### src/verilog/nop_pkg.sv
// package: register map, field positions and constants for the nvm option and protection block
package nop_pkg;
    // word byte offsets on the wishbone slave
    localparam logic [3:0] NOP_OFS_OPTIONS = 4'h0;
    localparam logic [3:0] NOP_OFS_CONFIG = 4'h4;
    localparam logic [3:0] NOP_OFS_PROTECT = 4'h8;
    localparam logic [3:0] NOP_OFS_STATUS = 4'hC;
    // options register fields
    localparam int NOP_KEY_ENABLE_BIT_BIT = 7;
    localparam int NOP_NORED_BIT = 6;
    localparam int NOP_LAYOUT_BIT = 5;
    localparam logic [1:0] NOP_SEC_UNSECURE = 2'h2;
    // configuration register fields
    localparam int NOP_PAGE_BIT = 6;
    localparam int NOP_KEYWR_BIT = 5;
    localparam logic [7:0] NOP_CFG_MASK = 8'h60;
    localparam logic [7:0] NOP_CFG_RESET = 8'h00;
    // status register fields
    localparam int NOP_VIOL_BIT = 5;
    // protection decode
    localparam logic [1:0] NOP_EPS_NONE = 2'h3;
    localparam logic [15:0] NOP_EE_TOP = 16'h17FF;
    localparam logic [15:0] NOP_EE_BASE2 = 16'h17F0;
    localparam logic [15:0] NOP_EE_BASE1 = 16'h17E0;
    localparam logic [15:0] NOP_EE_BASE0 = 16'h17C0;
    localparam logic [5:0] NOP_FPS_NONE = 6'h3F;
    localparam logic [5:0] NOP_FPS_ALL = 6'h18;
    localparam logic [15:0] NOP_FL_STEP = 16'h0600;
    // key window
    localparam logic [15:0] NOP_KEY_BASE = 16'hFFB0;
    localparam int NOP_KEY_BYTES = 8;
    // command codes
    localparam logic [7:0] NOP_CMD_BLANK = 8'h05;
    localparam logic [7:0] NOP_CMD_MASS = 8'h41;
    localparam logic [7:0] NOP_CMD_SECTOR = 8'h40;
endpackage

### src/verilog/nop_top.sv
// nvm option, configuration and protection registers with security and key logic
//
// Implementation choices: the Wishbone interface to the registers and the register addresses.
`timescale 1ns/100ps
// Behaviour
// options register loads from stored option byte each reset only
// backdoor unlock refused while key enable bit is zero
// key comparison writes accepted from firmware only, never debug
// eight matching key bytes in order unsecure until next reset
// options bit 6 high disables vector redirection
// options bit 5 selects split or single page eeprom sectors
// security field pattern 1:0 alone means unsecured
// while secure, unsecured sources blocked from memory contents
// security field becomes 1:0 after key match or full blank check
// config bit 6 selects eeprom foreground page
// config bit 5 routes key range writes to key compare or command
// protection register loads from stored protection byte at reset
// protection readable always; writes only enlarge protected region
// program or erase in protected area blocked, sets violation flag
// mass erase rejected when any sector protected
// debug commands may change protection bits freely
// bits 7:6 select eeprom protected range
// bits 5:0 select flash protected range in 1.5K steps
// violation flag sticky until software writes one
// split mode sector erase clears both four byte halves
// target checked against eeprom and flash ranges before launch
module nop_top
    import nop_pkg::*;
(
    // clock and reset
    input wire logic clk_sys_i,
    input wire logic arst_n_i,
    // nonvolatile values presented during reset
    input wire logic [7:0] stored_option_byte_i,
    input wire logic [7:0] stored_protection_byte_i,
    input wire logic [63:0] stored_backdoor_key_i,
    // wishbone slave
    input wire logic wb_cyc_i,
    input wire logic wb_stb_i,
    input wire logic wb_we_i,
    input wire logic [3:0] wb_adr_i,
    input wire logic [3:0] wb_sel_i,
    input wire logic [31:0] wb_dat_i,
    output logic [31:0] wb_dat_o,
    output logic wb_ack_o,
    // debug command mode marks a debug source for protection writes
    input wire logic debug_command_mode_i,
    // cpu write into the key range
    input wire logic key_wr_i,
    input wire logic key_from_debug_i,
    input wire logic [15:0] key_adr_i,
    input wire logic [7:0] key_dat_i,
    // command launch from sequencer
    input wire logic cmd_launch_i,
    input wire logic [7:0] cmd_code_i,
    input wire logic [15:0] cmd_adr_i,
    input wire logic blank_ok_i,
    // memory access request from a source
    input wire logic mem_req_i,
    input wire logic mem_src_secure_i,
    // outputs
    output logic cmd_go_o,
    output logic cmd_erase_both_o,
    output logic key_cmd_start_o,
    output logic mem_grant_o,
    output logic secure_o,
    output logic redirect_disable_o,
    output logic sector_layout_o,
    output logic page_select_o,
    output logic protection_violation_flag_o
);
    logic [7:0] opt_q;
    logic [7:0] cfg_q;
    logic [7:0] prot_q;
    logic viol_q;
    logic unlock_q;
    logic [3:0] key_idx_q;
    logic key_ok_q;
    logic ack_q;
    logic [31:0] rdat_q;
    logic loaded_q;
    logic cmd_go_q;
    logic erase_both_q;
    logic key_start_q;

    // decode
    wire bus_req = wb_cyc_i & wb_stb_i & ~ack_q;
    wire bus_wr = bus_req & wb_we_i & wb_sel_i[0];
    wire sel_cfg = (wb_adr_i == NOP_OFS_CONFIG);
    wire sel_prot = (wb_adr_i == NOP_OFS_PROTECT);
    wire sel_stat = (wb_adr_i == NOP_OFS_STATUS);
    wire sel_opt = (wb_adr_i == NOP_OFS_OPTIONS);
    wire [7:0] wr_byte = wb_dat_i[7:0];

    // security decode
    wire sec_unsecure = (opt_q[1:0] == NOP_SEC_UNSECURE);

    // enlarge-only check; smaller code protects more
    wire prot_grow = (wr_byte[7:6] <= prot_q[7:6]) && (wr_byte[5:0] <= prot_q[5:0]);
    // debug writes bypass the enlarge-only check
    wire prot_wr = bus_wr & sel_prot & (debug_command_mode_i | prot_grow);

    // eeprom range decode
    wire [15:0] ee_base = (prot_q[7:6] == 2'h2) ? NOP_EE_BASE2 :
                          (prot_q[7:6] == 2'h1) ? NOP_EE_BASE1 : NOP_EE_BASE0;
    wire ee_on = (prot_q[7:6] != NOP_EPS_NONE);
    wire ee_hit = ee_on && (cmd_adr_i >= ee_base) && (cmd_adr_i <= NOP_EE_TOP);
    // flash range decode
    wire [5:0] fl_steps = NOP_FPS_NONE - prot_q[5:0];
    wire [15:0] fl_size = 16'(fl_steps * NOP_FL_STEP);
    wire [15:0] fl_base = 16'(17'h1_0000 - {1'b0, fl_size});
    wire fl_on = (prot_q[5:0] != NOP_FPS_NONE);
    wire fl_all = (prot_q[5:0] <= NOP_FPS_ALL);
    wire fl_hit = fl_on && (fl_all || (cmd_adr_i >= fl_base));
    // address compared against both ranges
    wire is_mass = (cmd_code_i == NOP_CMD_MASS);
    wire is_blank = (cmd_code_i == NOP_CMD_BLANK);
    wire prot_block = is_blank ? 1'b0 : (is_mass ? (ee_on | fl_on) : (ee_hit | fl_hit));
    wire violation = cmd_launch_i & prot_block;

    // debug sourced key writes never count
    wire key_path = key_wr_i & cfg_q[NOP_KEYWR_BIT] & (key_adr_i[15:3] == NOP_KEY_BASE[15:3]);
    wire key_fw = key_path & ~key_from_debug_i;
    wire key_exp = (key_adr_i[2:0] == key_idx_q[2:0]);
    wire key_last = (key_idx_q == 4'(NOP_KEY_BYTES - 1));
    // one compare lane per key byte
    logic [NOP_KEY_BYTES-1:0] key_lane_hit;
    for (genvar g = 0; g < NOP_KEY_BYTES; g++) begin : g_key_lane
        assign key_lane_hit[g] = (key_idx_q[2:0] == 3'(g)) && (key_dat_i == stored_backdoor_key_i[8 * g +: 8]);
    end
    wire key_byte_ok = key_exp && (|key_lane_hit);

    // capture nonvolatile bytes on first edge after reset release
    always_ff @(posedge clk_sys_i or negedge arst_n_i) begin
        if (!arst_n_i) begin
            loaded_q <= 1'b0;
            opt_q <= 8'h00;
            prot_q <= 8'hFF;
        end else if (!loaded_q) begin
            loaded_q <= 1'b1;
            opt_q <= stored_option_byte_i;
            prot_q <= stored_protection_byte_i;
        end else begin
            // unsecure after key match or blank check
            if (unlock_q || (cmd_launch_i && is_blank && blank_ok_i)) begin
                opt_q <= {opt_q[7:2], NOP_SEC_UNSECURE};
            end
            if (prot_wr) begin
                prot_q <= wr_byte;
            end
        end
    end

    // configuration register
    always_ff @(posedge clk_sys_i or negedge arst_n_i) begin
        if (!arst_n_i) begin
            cfg_q <= NOP_CFG_RESET;
        end else if (bus_wr && sel_cfg) begin
            cfg_q <= wr_byte & NOP_CFG_MASK;
        end
    end

    // sticky violation; set wins over clear
    always_ff @(posedge clk_sys_i or negedge arst_n_i) begin
        if (!arst_n_i) begin
            viol_q <= 1'b0;
        end else if (violation) begin
            viol_q <= 1'b1;
        end else if (bus_wr && sel_stat && wr_byte[NOP_VIOL_BIT]) begin
            viol_q <= 1'b0;
        end
    end

    // sequential key compare
    always_ff @(posedge clk_sys_i or negedge arst_n_i) begin
        if (!arst_n_i) begin
            key_idx_q <= 4'h0;
            key_ok_q <= 1'b1;
            unlock_q <= 1'b0;
        end else begin
            unlock_q <= 1'b0;
            if (key_fw) begin
                if (key_last) begin
                    key_idx_q <= 4'h0;
                    key_ok_q <= 1'b1;
                    unlock_q <= key_ok_q & key_byte_ok & opt_q[NOP_KEY_ENABLE_BIT_BIT] & loaded_q;
                end else begin
                    key_idx_q <= key_idx_q + 4'h1;
                    key_ok_q <= key_ok_q & key_byte_ok;
                end
            end
        end
    end

    // command launch outputs
    always_ff @(posedge clk_sys_i or negedge arst_n_i) begin
        if (!arst_n_i) begin
            cmd_go_q <= 1'b0;
            erase_both_q <= 1'b0;
            key_start_q <= 1'b0;
        end else begin
            // blocked commands never go
            cmd_go_q <= cmd_launch_i & ~prot_block;
            // split mode erases both halves
            erase_both_q <= cmd_launch_i & ~prot_block & (cmd_code_i == NOP_CMD_SECTOR)
                            & ~opt_q[NOP_LAYOUT_BIT];
            // key range write treated as command start
            key_start_q <= key_wr_i & ~cfg_q[NOP_KEYWR_BIT] & (key_adr_i[15:3] == NOP_KEY_BASE[15:3]);
        end
    end

    // bus read data and ack; registered, one wait state, unmapped reads zero
    wire [7:0] rd_byte = sel_opt ? opt_q : sel_cfg ? cfg_q : sel_prot ? prot_q :
                         sel_stat ? {2'b00, viol_q, 5'b00000} : 8'h00;
    always_ff @(posedge clk_sys_i or negedge arst_n_i) begin
        if (!arst_n_i) begin
            ack_q <= 1'b0;
            rdat_q <= 32'h0000_0000;
        end else begin
            ack_q <= bus_req;
            rdat_q <= bus_req ? {24'h00_0000, rd_byte} : 32'h0000_0000;
        end
    end

    assign wb_ack_o = ack_q;
    assign wb_dat_o = rdat_q;
    assign cmd_go_o = cmd_go_q;
    assign cmd_erase_both_o = erase_both_q;
    assign key_cmd_start_o = key_start_q;
    assign secure_o = ~sec_unsecure;
    // secure blocks unsecured sources
    assign mem_grant_o = mem_req_i & (sec_unsecure | mem_src_secure_i);
    // option bits driven out
    assign redirect_disable_o = opt_q[NOP_NORED_BIT];
    assign sector_layout_o = opt_q[NOP_LAYOUT_BIT];
    assign page_select_o = cfg_q[NOP_PAGE_BIT];
    assign protection_violation_flag_o = viol_q;

    property p_viol_set;
        @(posedge clk_sys_i) disable iff (!arst_n_i) violation |=> viol_q;
    endproperty
    a_viol_set: assert property (p_viol_set) else $error("violation flag not set");

    property p_viol_hold;
        @(posedge clk_sys_i) disable iff (!arst_n_i)
            viol_q && !(bus_wr && sel_stat && wr_byte[NOP_VIOL_BIT]) |=> viol_q;
    endproperty
    a_viol_hold: assert property (p_viol_hold) else $error("violation flag dropped");

    property p_no_go_blocked;
        @(posedge clk_sys_i) disable iff (!arst_n_i) violation |=> !cmd_go_o;
    endproperty
    a_no_go_blocked: assert property (p_no_go_blocked) else $error("protected command launched");

    property p_mass_reject;
        @(posedge clk_sys_i) disable iff (!arst_n_i)
            cmd_launch_i && is_mass && (prot_q != 8'hFF) |=> !cmd_go_o;
    endproperty
    a_mass_reject: assert property (p_mass_reject) else $error("mass erase with protection");

    property p_grow_only;
        @(posedge clk_sys_i) disable iff (!arst_n_i)
            loaded_q && bus_wr && sel_prot && !debug_command_mode_i |=>
            (prot_q[7:6] <= $past(prot_q[7:6])) && (prot_q[5:0] <= $past(prot_q[5:0]));
    endproperty
    a_grow_only: assert property (p_grow_only) else $error("protection shrank");

    property p_grant;
        @(posedge clk_sys_i) disable iff (!arst_n_i)
            mem_req_i && secure_o && !mem_src_secure_i |-> !mem_grant_o;
    endproperty
    a_grant: assert property (p_grant) else $error("secure access granted");

    property p_unlock_key_enable_bit;
        @(posedge clk_sys_i) disable iff (!arst_n_i) unlock_q |-> $past(opt_q[NOP_KEY_ENABLE_BIT_BIT]);
    endproperty
    a_unlock_key_enable_bit: assert property (p_unlock_key_enable_bit) else $error("unlock without key enable");

    property p_unlock_sec;
        @(posedge clk_sys_i) disable iff (!arst_n_i) unlock_q |=> !secure_o;
    endproperty
    a_unlock_sec: assert property (p_unlock_sec) else $error("key match did not unsecure");

    property p_ack;
        @(posedge clk_sys_i) disable iff (!arst_n_i) bus_req |=> wb_ack_o ##1 !wb_ack_o;
    endproperty
    a_ack: assert property (p_ack) else $error("bus ack timing wrong");

    property p_load;
        @(posedge clk_sys_i) disable iff (!arst_n_i)
            $rose(loaded_q) |-> (opt_q == $past(stored_option_byte_i)) &&
            (prot_q == $past(stored_protection_byte_i));
    endproperty
    a_load: assert property (p_load) else $error("stored bytes not loaded");

    property p_opt_stable;
        @(posedge clk_sys_i) disable iff (!arst_n_i)
            loaded_q && !unlock_q && !(cmd_launch_i && is_blank && blank_ok_i) |=> $stable(opt_q);
    endproperty
    a_opt_stable: assert property (p_opt_stable) else $error("options changed without reset");

    property p_prot_stable;
        @(posedge clk_sys_i) disable iff (!arst_n_i)
            loaded_q && !prot_wr |=> $stable(prot_q);
    endproperty
    a_prot_stable: assert property (p_prot_stable) else $error("protection changed without write");

    property p_prot_read;
        @(posedge clk_sys_i) disable iff (!arst_n_i)
            bus_req && !wb_we_i && sel_prot |=> wb_dat_o == {24'h00_0000, $past(prot_q)};
    endproperty
    a_prot_read: assert property (p_prot_read) else $error("protection read wrong");

    property p_dbg_prot;
        @(posedge clk_sys_i) disable iff (!arst_n_i)
            loaded_q && bus_wr && sel_prot && debug_command_mode_i |=> prot_q == $past(wr_byte);
    endproperty
    a_dbg_prot: assert property (p_dbg_prot) else $error("debug protection write lost");

    property p_cfg_write;
        @(posedge clk_sys_i) disable iff (!arst_n_i)
            bus_wr && sel_cfg |=> cfg_q == ($past(wb_dat_i[7:0]) & NOP_CFG_MASK);
    endproperty
    a_cfg_write: assert property (p_cfg_write) else $error("config write wrong");

    property p_key_debug;
        @(posedge clk_sys_i) disable iff (!arst_n_i)
            key_wr_i && key_from_debug_i |=> $stable(key_idx_q) && !unlock_q;
    endproperty
    a_key_debug: assert property (p_key_debug) else $error("debug key write counted");

    property p_key_bad;
        @(posedge clk_sys_i) disable iff (!arst_n_i)
            key_fw && key_last && !key_byte_ok |=> !unlock_q;
    endproperty
    a_key_bad: assert property (p_key_bad) else $error("unlock on bad last byte");

    property p_key_wrap;
        @(posedge clk_sys_i) disable iff (!arst_n_i)
            key_fw && key_last |=> key_idx_q == 4'h0;
    endproperty
    a_key_wrap: assert property (p_key_wrap) else $error("key index did not wrap");

    property p_sec_sticky;
        @(posedge clk_sys_i) disable iff (!arst_n_i)
            loaded_q && !secure_o |=> !secure_o;
    endproperty
    a_sec_sticky: assert property (p_sec_sticky) else $error("security returned before reset");

    property p_blank_unsec;
        @(posedge clk_sys_i) disable iff (!arst_n_i)
            loaded_q && cmd_launch_i && is_blank && blank_ok_i |=> !secure_o;
    endproperty
    a_blank_unsec: assert property (p_blank_unsec) else $error("blank check did not unsecure");

    property p_go;
        @(posedge clk_sys_i) disable iff (!arst_n_i)
            cmd_launch_i && !prot_block |=> cmd_go_o;
    endproperty
    a_go: assert property (p_go) else $error("free command not launched");

    property p_erase_both;
        @(posedge clk_sys_i) disable iff (!arst_n_i)
            cmd_launch_i && !prot_block && (cmd_code_i == NOP_CMD_SECTOR) && !sector_layout_o |=> cmd_erase_both_o;
    endproperty
    a_erase_both: assert property (p_erase_both) else $error("split erase missed half");

    property p_key_start;
        @(posedge clk_sys_i) disable iff (!arst_n_i)
            key_wr_i && !cfg_q[NOP_KEYWR_BIT] && (key_adr_i[15:3] == NOP_KEY_BASE[15:3]) |=> key_cmd_start_o;
    endproperty
    a_key_start: assert property (p_key_start) else $error("key range write not a command");

    property p_viol_clear;
        @(posedge clk_sys_i) disable iff (!arst_n_i)
            !violation && bus_wr && sel_stat && wr_byte[NOP_VIOL_BIT] |=> !viol_q;
    endproperty
    a_viol_clear: assert property (p_viol_clear) else $error("violation flag not cleared");

    c_viol: cover property (@(posedge clk_sys_i) disable iff (!arst_n_i) violation);
    c_unlock: cover property (@(posedge clk_sys_i) disable iff (!arst_n_i) unlock_q);
    c_prot_wr: cover property (@(posedge clk_sys_i) disable iff (!arst_n_i) prot_wr);
    c_go: cover property (@(posedge clk_sys_i) disable iff (!arst_n_i) cmd_go_o);
    c_blank: cover property (@(posedge clk_sys_i) disable iff (!arst_n_i) cmd_launch_i && is_blank && blank_ok_i);
endmodule
### config.mk
export PLATFORM = sky130hd
export DESIGN_NAME = nop_top
export DESIGN_NICKNAME = d
export VERILOG_FILES = /design/src/verilog/nop_pkg.sv /design/src/verilog/nop_top.sv
export SDC_FILE = /design/constraint.sdc
export NUM_CORES = 1
export LEC_CHECK = 0
export ABC_AREA = 1
export BUFFER_PORTS_ARGS = -buffer_cell sky130_fd_sc_hd__buf_4
export CORE_MARGIN = 4
export CORE_UTILIZATION = 47
export DETAILED_ROUTE_END_ITERATION = 10
export PLACE_DENSITY = 0.9
export SLEW_MARGIN = 10
export SYNTH_ARGS = -nofsm -noshare
export SYNTH_HDL_FRONTEND = slang
export SYNTH_SLANG_ARGS = --single-unit
### constraint.sdc
create_clock -name clk_sys_i -period 3.25 [get_ports clk_sys_i]
set_input_delay 0.325 -clock clk_sys_i [delete_from_list [all_inputs] [get_ports clk_sys_i]]
set_output_delay 0.325 -clock clk_sys_i [all_outputs]
set_load 0.02 [all_outputs]
# Word-level counts from Yosys, hierarchy flattened
# Cells that the tools add are included.
# totals
ff_bits	38
output_inout_bits	42
wordCells	127
# classes
add_sub_neg	3
n_mul	1
n_lt_le_gt_ge	6
n_eq_ne	31
muxes	19
bitwise_logic	29
reduce_logical	24
# ops
cell	count
$eq 8x8->1	8
$mux 8	7
$and 1x1->1	19
$logic_and 1x1->1	18
$mux 6	3
$eq 8x7->1 const B	2
$ge 16x13->1	1
$ge 16x16->1	1
$le 16x13->1 const B	1
$sub 1x16->16 const A	1
$eq 13x13->1 const B	1
$eq 3x3->1 const B	4
$eq 4x3->1 const B	2
$eq 4x4->1 const B	2
$eq 8x3->1 const B	1
$reduce_or 8->1	1
$mul 6x2->7 const B	1
$mux 1	7
$eq 3x2->1 const B	2
$le 6x5->1 const B	1
$le 6x6->1	1
$ne 6x6->1 const B	1
$not 1->1	6
$sub 6x6->6 const A	1
other kinds (15)	21

# Logic depth before layout (Yosys ltp)
# logic_depth
word_depth	13
depth_mapped	22

# Worst setup path after synthesis
# OpenSTA, ideal clock, no wires.
# synth_timing
path_type	reg2reg
from	reg prot_q[0]
to	reg erase_both_q, in the netlist cmd_erase_both_o
t_arrival_ns	2.611
required_ns	3.135
slack_ns	0.525
stages_incl_launch_ff	21
synth_period_minus_slack_ns	2.725
path_cell_list	dfstp_2 inv_1 ha_1 inv_1 fa_1 nand3_1 inv_1 nand3_1 inv_1 nand2_1 nand2_1 ha_1 nand2_1 nor2_1 nand4_1 nand4_1 nand2_1 nand2_1 nand2_1 nand2_1 nor2_1
# synth_via
elab_chain_len	13
word_cells_on_any_way	16
# synth_lines
item	line_no	source
start, declared	nop_top.sv:74	logic [7:0] prot_q;
start signal, assigned	nop_top.sv:142	prot_q <= stored_protection_byte_i;
start signal, assigned	nop_top.sv:149	prot_q <= wr_byte;
$sub 6x6->6	nop_top.sv:109	wire [5:0] fl_steps = NOP_FPS_NONE - prot_q[5:0];
$mul 6x2->7	nop_top.sv:110	wire [15:0] fl_size = 16'(fl_steps * NOP_FL_STEP);
$sub 1x16->16	nop_top.sv:111	wire [15:0] fl_base = 16'(17'h1_0000 - {1'b0, fl_size});
$ge 16x16->1	nop_top.sv:114	wire fl_hit = fl_on && (fl_all || (cmd_adr_i >= fl_base));
$logic_or 1x1->1	nop_top.sv:114	
$logic_and 1x1->1	nop_top.sv:114	
$or 1x1->1	nop_top.sv:118	wire prot_block = is_blank ? 1'b0 : (is_mass ? (ee_on | fl_on) : (ee_hit | fl_hit));
$mux 1 * (2 in a row)	nop_top.sv:118	
$not 1->1 *	nop_top.sv:205	erase_both_q <= cmd_launch_i & ~prot_block & (cmd_code_i == NOP_CMD_SECTOR)
$and 1x1->1 * (2 in a row)	nop_top.sv:205	
$and 1x1->1 *	nop_top.sv:206	& ~opt_q[NOP_LAYOUT_BIT];
end signal, assigned	nop_top.sv:205	
end, declared	nop_top.sv:83	logic erase_both_q;
# Mark *: on every way between the ends. The rest lies on a longest branch, timed or not.
# A chain may end at the register's enable or synchronous reset.

# Worst setup path after layout
# layout_timing
from	reg prot_q[1]
to	reg erase_both_q, in the netlist cmd_erase_both_o
# The elaborated chain is that of the path after synthesis.

==> flow_summary.toml <==
[logic_synthesis]
syn_area_per_cell_um2 = 6.34
synth_cell_type_count = 39
post_synth_inst_count = 661
share_of_flip_flops_with_an_asynchronous_set_or_reset_after_synthesis = 1.00
synthDominantCellAreaShare = 0.202
synth.yosys.warnings = 0
synthMostInstantiatedCell = "sky130_fd_sc_hd__nand2_1"
synth.ff_latch_count = 38
synth-edff-count = 0
synth_top_area_cell = "sky130_fd_sc_hd__nand2_1"
area_of_the_mapped_netlist_um2 = 4190
synth_top_cells_by_count = "sky130_fd_sc_hd__nand2_1 (225), sky130_fd_sc_hd__inv_1 (93), sky130_fd_sc_hd__nor2_1 (59)"
yosysSeqAreaShare = 0.230
synth_area_leaders = "sky130_fd_sc_hd__nand2_1 (20%), sky130_fd_sc_hd__dfrtp_1 (17%), sky130_fd_sc_hd__ha_1 (11%)"
synth_top_flop_cell = "sky130_fd_sc_hd__dfrtp_1"

[sta]
final-hold-violation-count = 25
timing.clock.skew_ps = 8.38
max_clock_freq_ghz = 0.324
finalSetupTns_ps = 0
fin_worst_hold_slack_ps = -11.7
report.final.setup_viol = 0
finalWorstSetupSlack_ps = 159
slew_violations = 0
final_period_minus_worst_setup_slack_ps = 3090
timing.final.crit_share = 0.951

[placed_design]
post_placement_worst_setup_slack_ps = 154
placed_area_um2 = 5450
placed_cells_incl_taps = 928
gp_congestion = 0.944
port_buffers = 170
detailedPlacementHpwl_mm = 10.6

[floorplan]
die_height_um = 102
die_width_um = 102
design.portCount = 222
initial_core_util = 0.483
row_count = 34
std_cell_core_area_um2 = 8680
fp.dieArea_um2 = 10500

[setup_path]
critical_path.cell_chain = "inv_1, ha_1, inv_1, fa_1, o21ai_0, xor2_1, inv_1, nand3_1, inv_1, nand2_1, nand2_1, ha_1, nand2_1, nor2_1, nand4_1, nand4_1, nand2_1, nand2_1, nand2_1, nand2_1, nor2_1"
crit_fanout = 4
timing.critical_path.mode_cell = "sky130_fd_sc_hd__nand2_1"
critPathLaunchType = "register"
timing_worst_setup_path_type = "reg -> reg"
cp_buf_inv_count = 4
crit_path_top_delay_cell = "sky130_fd_sc_hd__fa_1"
worst_ep_required_time_ps = 3450
signal_arrival_time_at_the_worst_endpoint_ps = 3290
timing.critical_path.slowest_cell_delay_ps = 410
cp-end-kind = "register"
crit_family = "simple AND/OR/NAND/NOR gates"

[grt]
gr-usage-all-layers = 0.231
number_of_antenna_violations_at_the_first_check_in_global_routing = 1
first_global_vias = 4316
grt_max_degree = 39
overflow = 0
global_route_wire_length_before_repair_mm = 19.4

[clocking]
tritoncts_clock_tree = "done"
worst_skew_pair.late_latency_ps = 290
cts.reportedPaths.clkPinSlew_ps = 80
cts_max_path_buffers = 2
holdBufCountCts = 0
cts_inserted_buffers = 5
clock_sink_count = 38
cts_htree_levels = 2
clockRootBuffer = "sky130_fd_sc_hd__clkbuf_8"

[cells_and_area]
fillerInstances = 784
design_area_um2 = 5670
area_used_by_sequential_logic_in_the_layout_um2 = 962
area_occupied_by_multi_input_gates_um2 = 2710
post_route_cells_drive_above_1_share = 0.267
final_net_count = 1052
antenna_cells = 0
area.growth.synth_to_final_pct = 35.4
final_cell_count_no_fill = 944

[routing]
detailroute.via_count = 4657
detail_route.iter0.violations = 196
antenna_violating_nets_post_route = 0
route.detailed.drc = 0
avgViaCountPerCell = 4.93
wire_per_inst_um = 13.7
detail_route.wirelength_mm = 12.9
detailedRoute.firstPassIterationCount = 6

[power]
report.power.total_mw = 1.74
p_leak_nw = 3.25
p_per_area_nw_per_um2 = 307
worst_case_vdd_ir_drop_v = 0.000264

[run]
max_cap_violations = 0

[worst_hold_path]
hold_class = "in -> async"

[status]
violations = "negative hold slack"
run_status = "finished, violations left"
through the flow:
step	utilization	hold WS (ps)
after CTS	0.643	4.88
after detailed placement	0.628	320
final	0.653	-11.7
after global routing	0.653	13.9
after global placement	0.628	313
after floorplan	-	29.4
what timing repair did:
action                                  in CTS  in global routing
endpoints found under the setup margin       0                  3
buffers inserted                             0                  8
resized for setup                            0                  6
final timing paths:
| path | startpoint | end | slack [ps] | depth (start not counted) |
|---|---|---|---|---|
| max | prot_q[1] | cmd_erase_both_o | 160 | 21 |
| min reg2reg | opt_q[4] | opt_q[4] | 480 | 2 |
| min | arst_n_i | wb_dat_o[4] | -10 | 1 |
| min in group clk_sys_i | stored_option_byte_i[3] | opt_q[3] | 230 | 3 |
| max reg2reg | prot_q[1] | cmd_erase_both_o | 160 | 21 |
| max in group asynchronous | arst_n_i | prot_q[3] | 2900 | 1 |
registers in the layout (all words and copies together) (netlist names):
register	cells
opt_q	8
unlock_q	1
prot_q	8
wb_dat_o	8
wb_ack_o	1
cfg_q	2
protection_violation_flag_o	1
cmd_go_o	1
key_idx_q	4
key_cmd_start_o	1
key_ok_q	1
cmd_erase_both_o	1
loaded_q	1
logic make-up (layout without fill, tap and decap cells):
group,count (synthesis),in the layout,share of synthesized area
simple gates,367,367,0.371
buf+inv,137,289,0.151
compound gates,45,45,0.0598
flops,38,38,0.230
fa+ha+maj,37,37,0.112
xor+xnor,34,34,0.0711
other cells,2,25,0.00179
mux,1,1,0.00269
where the power goes:
part           switching [mW]  leakage, nW  total, mW  internal, mW
logic                   0.389         2.71      0.718         0.328
registers              0.0282        0.469      0.535         0.507
clock network           0.181       0.0683      0.489         0.308
total                   0.599         3.25       1.74          1.14
layer usage:
| layer | vias up | wire length, µm | track usage |
|---|---|---|---|
| met4 | 2 | 507 | 0.0868 |
| met5 | - | 13 | 0 |
| met2 | 226 | 6310 | 0.424 |
| met3 | 49 | 1170 | 0.0403 |
| met1 | 2029 | 4890 | 0.266 |
| li1 | 2351 | - | - |
layout by cell type (no fill, tap or decap), types with 4 or more instances in the layout:
cell type | synthesis | final
sky130_fd_sc_hd__nand2_1 | 225 | 225
sky130_fd_sc_hd__buf_4 | 26 | 180
sky130_fd_sc_hd__inv_1 | 93 | 92
sky130_fd_sc_hd__nor2_1 | 59 | 59
sky130_fd_sc_hd__nand3_1 | 38 | 37
sky130_fd_sc_hd__ha_1 | 36 | 35
sky130_fd_sc_hd__dfrtp_1 | 29 | 29
sky130_fd_sc_hd__conb_1 | 2 | 25
sky130_fd_sc_hd__xor2_1 | 21 | 21
sky130_fd_sc_hd__nand4_1 | 20 | 20
sky130_fd_sc_hd__o21ai_0 | 19 | 19
sky130_fd_sc_hd__a21oi_1 | 15 | 14
sky130_fd_sc_hd__xnor2_1 | 13 | 11
sky130_fd_sc_hd__dfstp_2 | 9 | 9
sky130_fd_sc_hd__nor3_1 | 7 | 7
sky130_fd_sc_hd__inv_2 | 5 | 6
sky130_fd_sc_hd__clkbuf_8 | 0 | 5
sky130_fd_sc_hd__nand2_2 | 4 | 4
final cells by class:
type	instances	area share
well taps	108	0.0238
multi-input cells	509	0.477
repair buffers	180	0.238
inverters	101	0.0669
flip-flops and latches	38	0.170
clock buffers	5	0.0121
clock inverters	3	0.0121
worst register-to-register path, cell delays in order (launching register included):
cell,delay [ps]
sky130_fd_sc_hd__dfstp_2,400
sky130_fd_sc_hd__inv_1,120
sky130_fd_sc_hd__ha_1,190
sky130_fd_sc_hd__inv_1,60
sky130_fd_sc_hd__fa_1,410
sky130_fd_sc_hd__o21ai_0,260
sky130_fd_sc_hd__xor2_1,220
sky130_fd_sc_hd__inv_1,100
sky130_fd_sc_hd__nand3_1,110
sky130_fd_sc_hd__inv_1,50
sky130_fd_sc_hd__nand2_1,60
sky130_fd_sc_hd__nand2_1,60
sky130_fd_sc_hd__ha_1,290
sky130_fd_sc_hd__nand2_1,70
sky130_fd_sc_hd__nor2_1,130
sky130_fd_sc_hd__nand4_1,90
sky130_fd_sc_hd__nand4_1,80
sky130_fd_sc_hd__nand2_1,50
sky130_fd_sc_hd__nand2_1,70
sky130_fd_sc_hd__nand2_1,60
sky130_fd_sc_hd__nand2_1,90
sky130_fd_sc_hd__nor2_1,40
(Power assumes the default switching activity.)
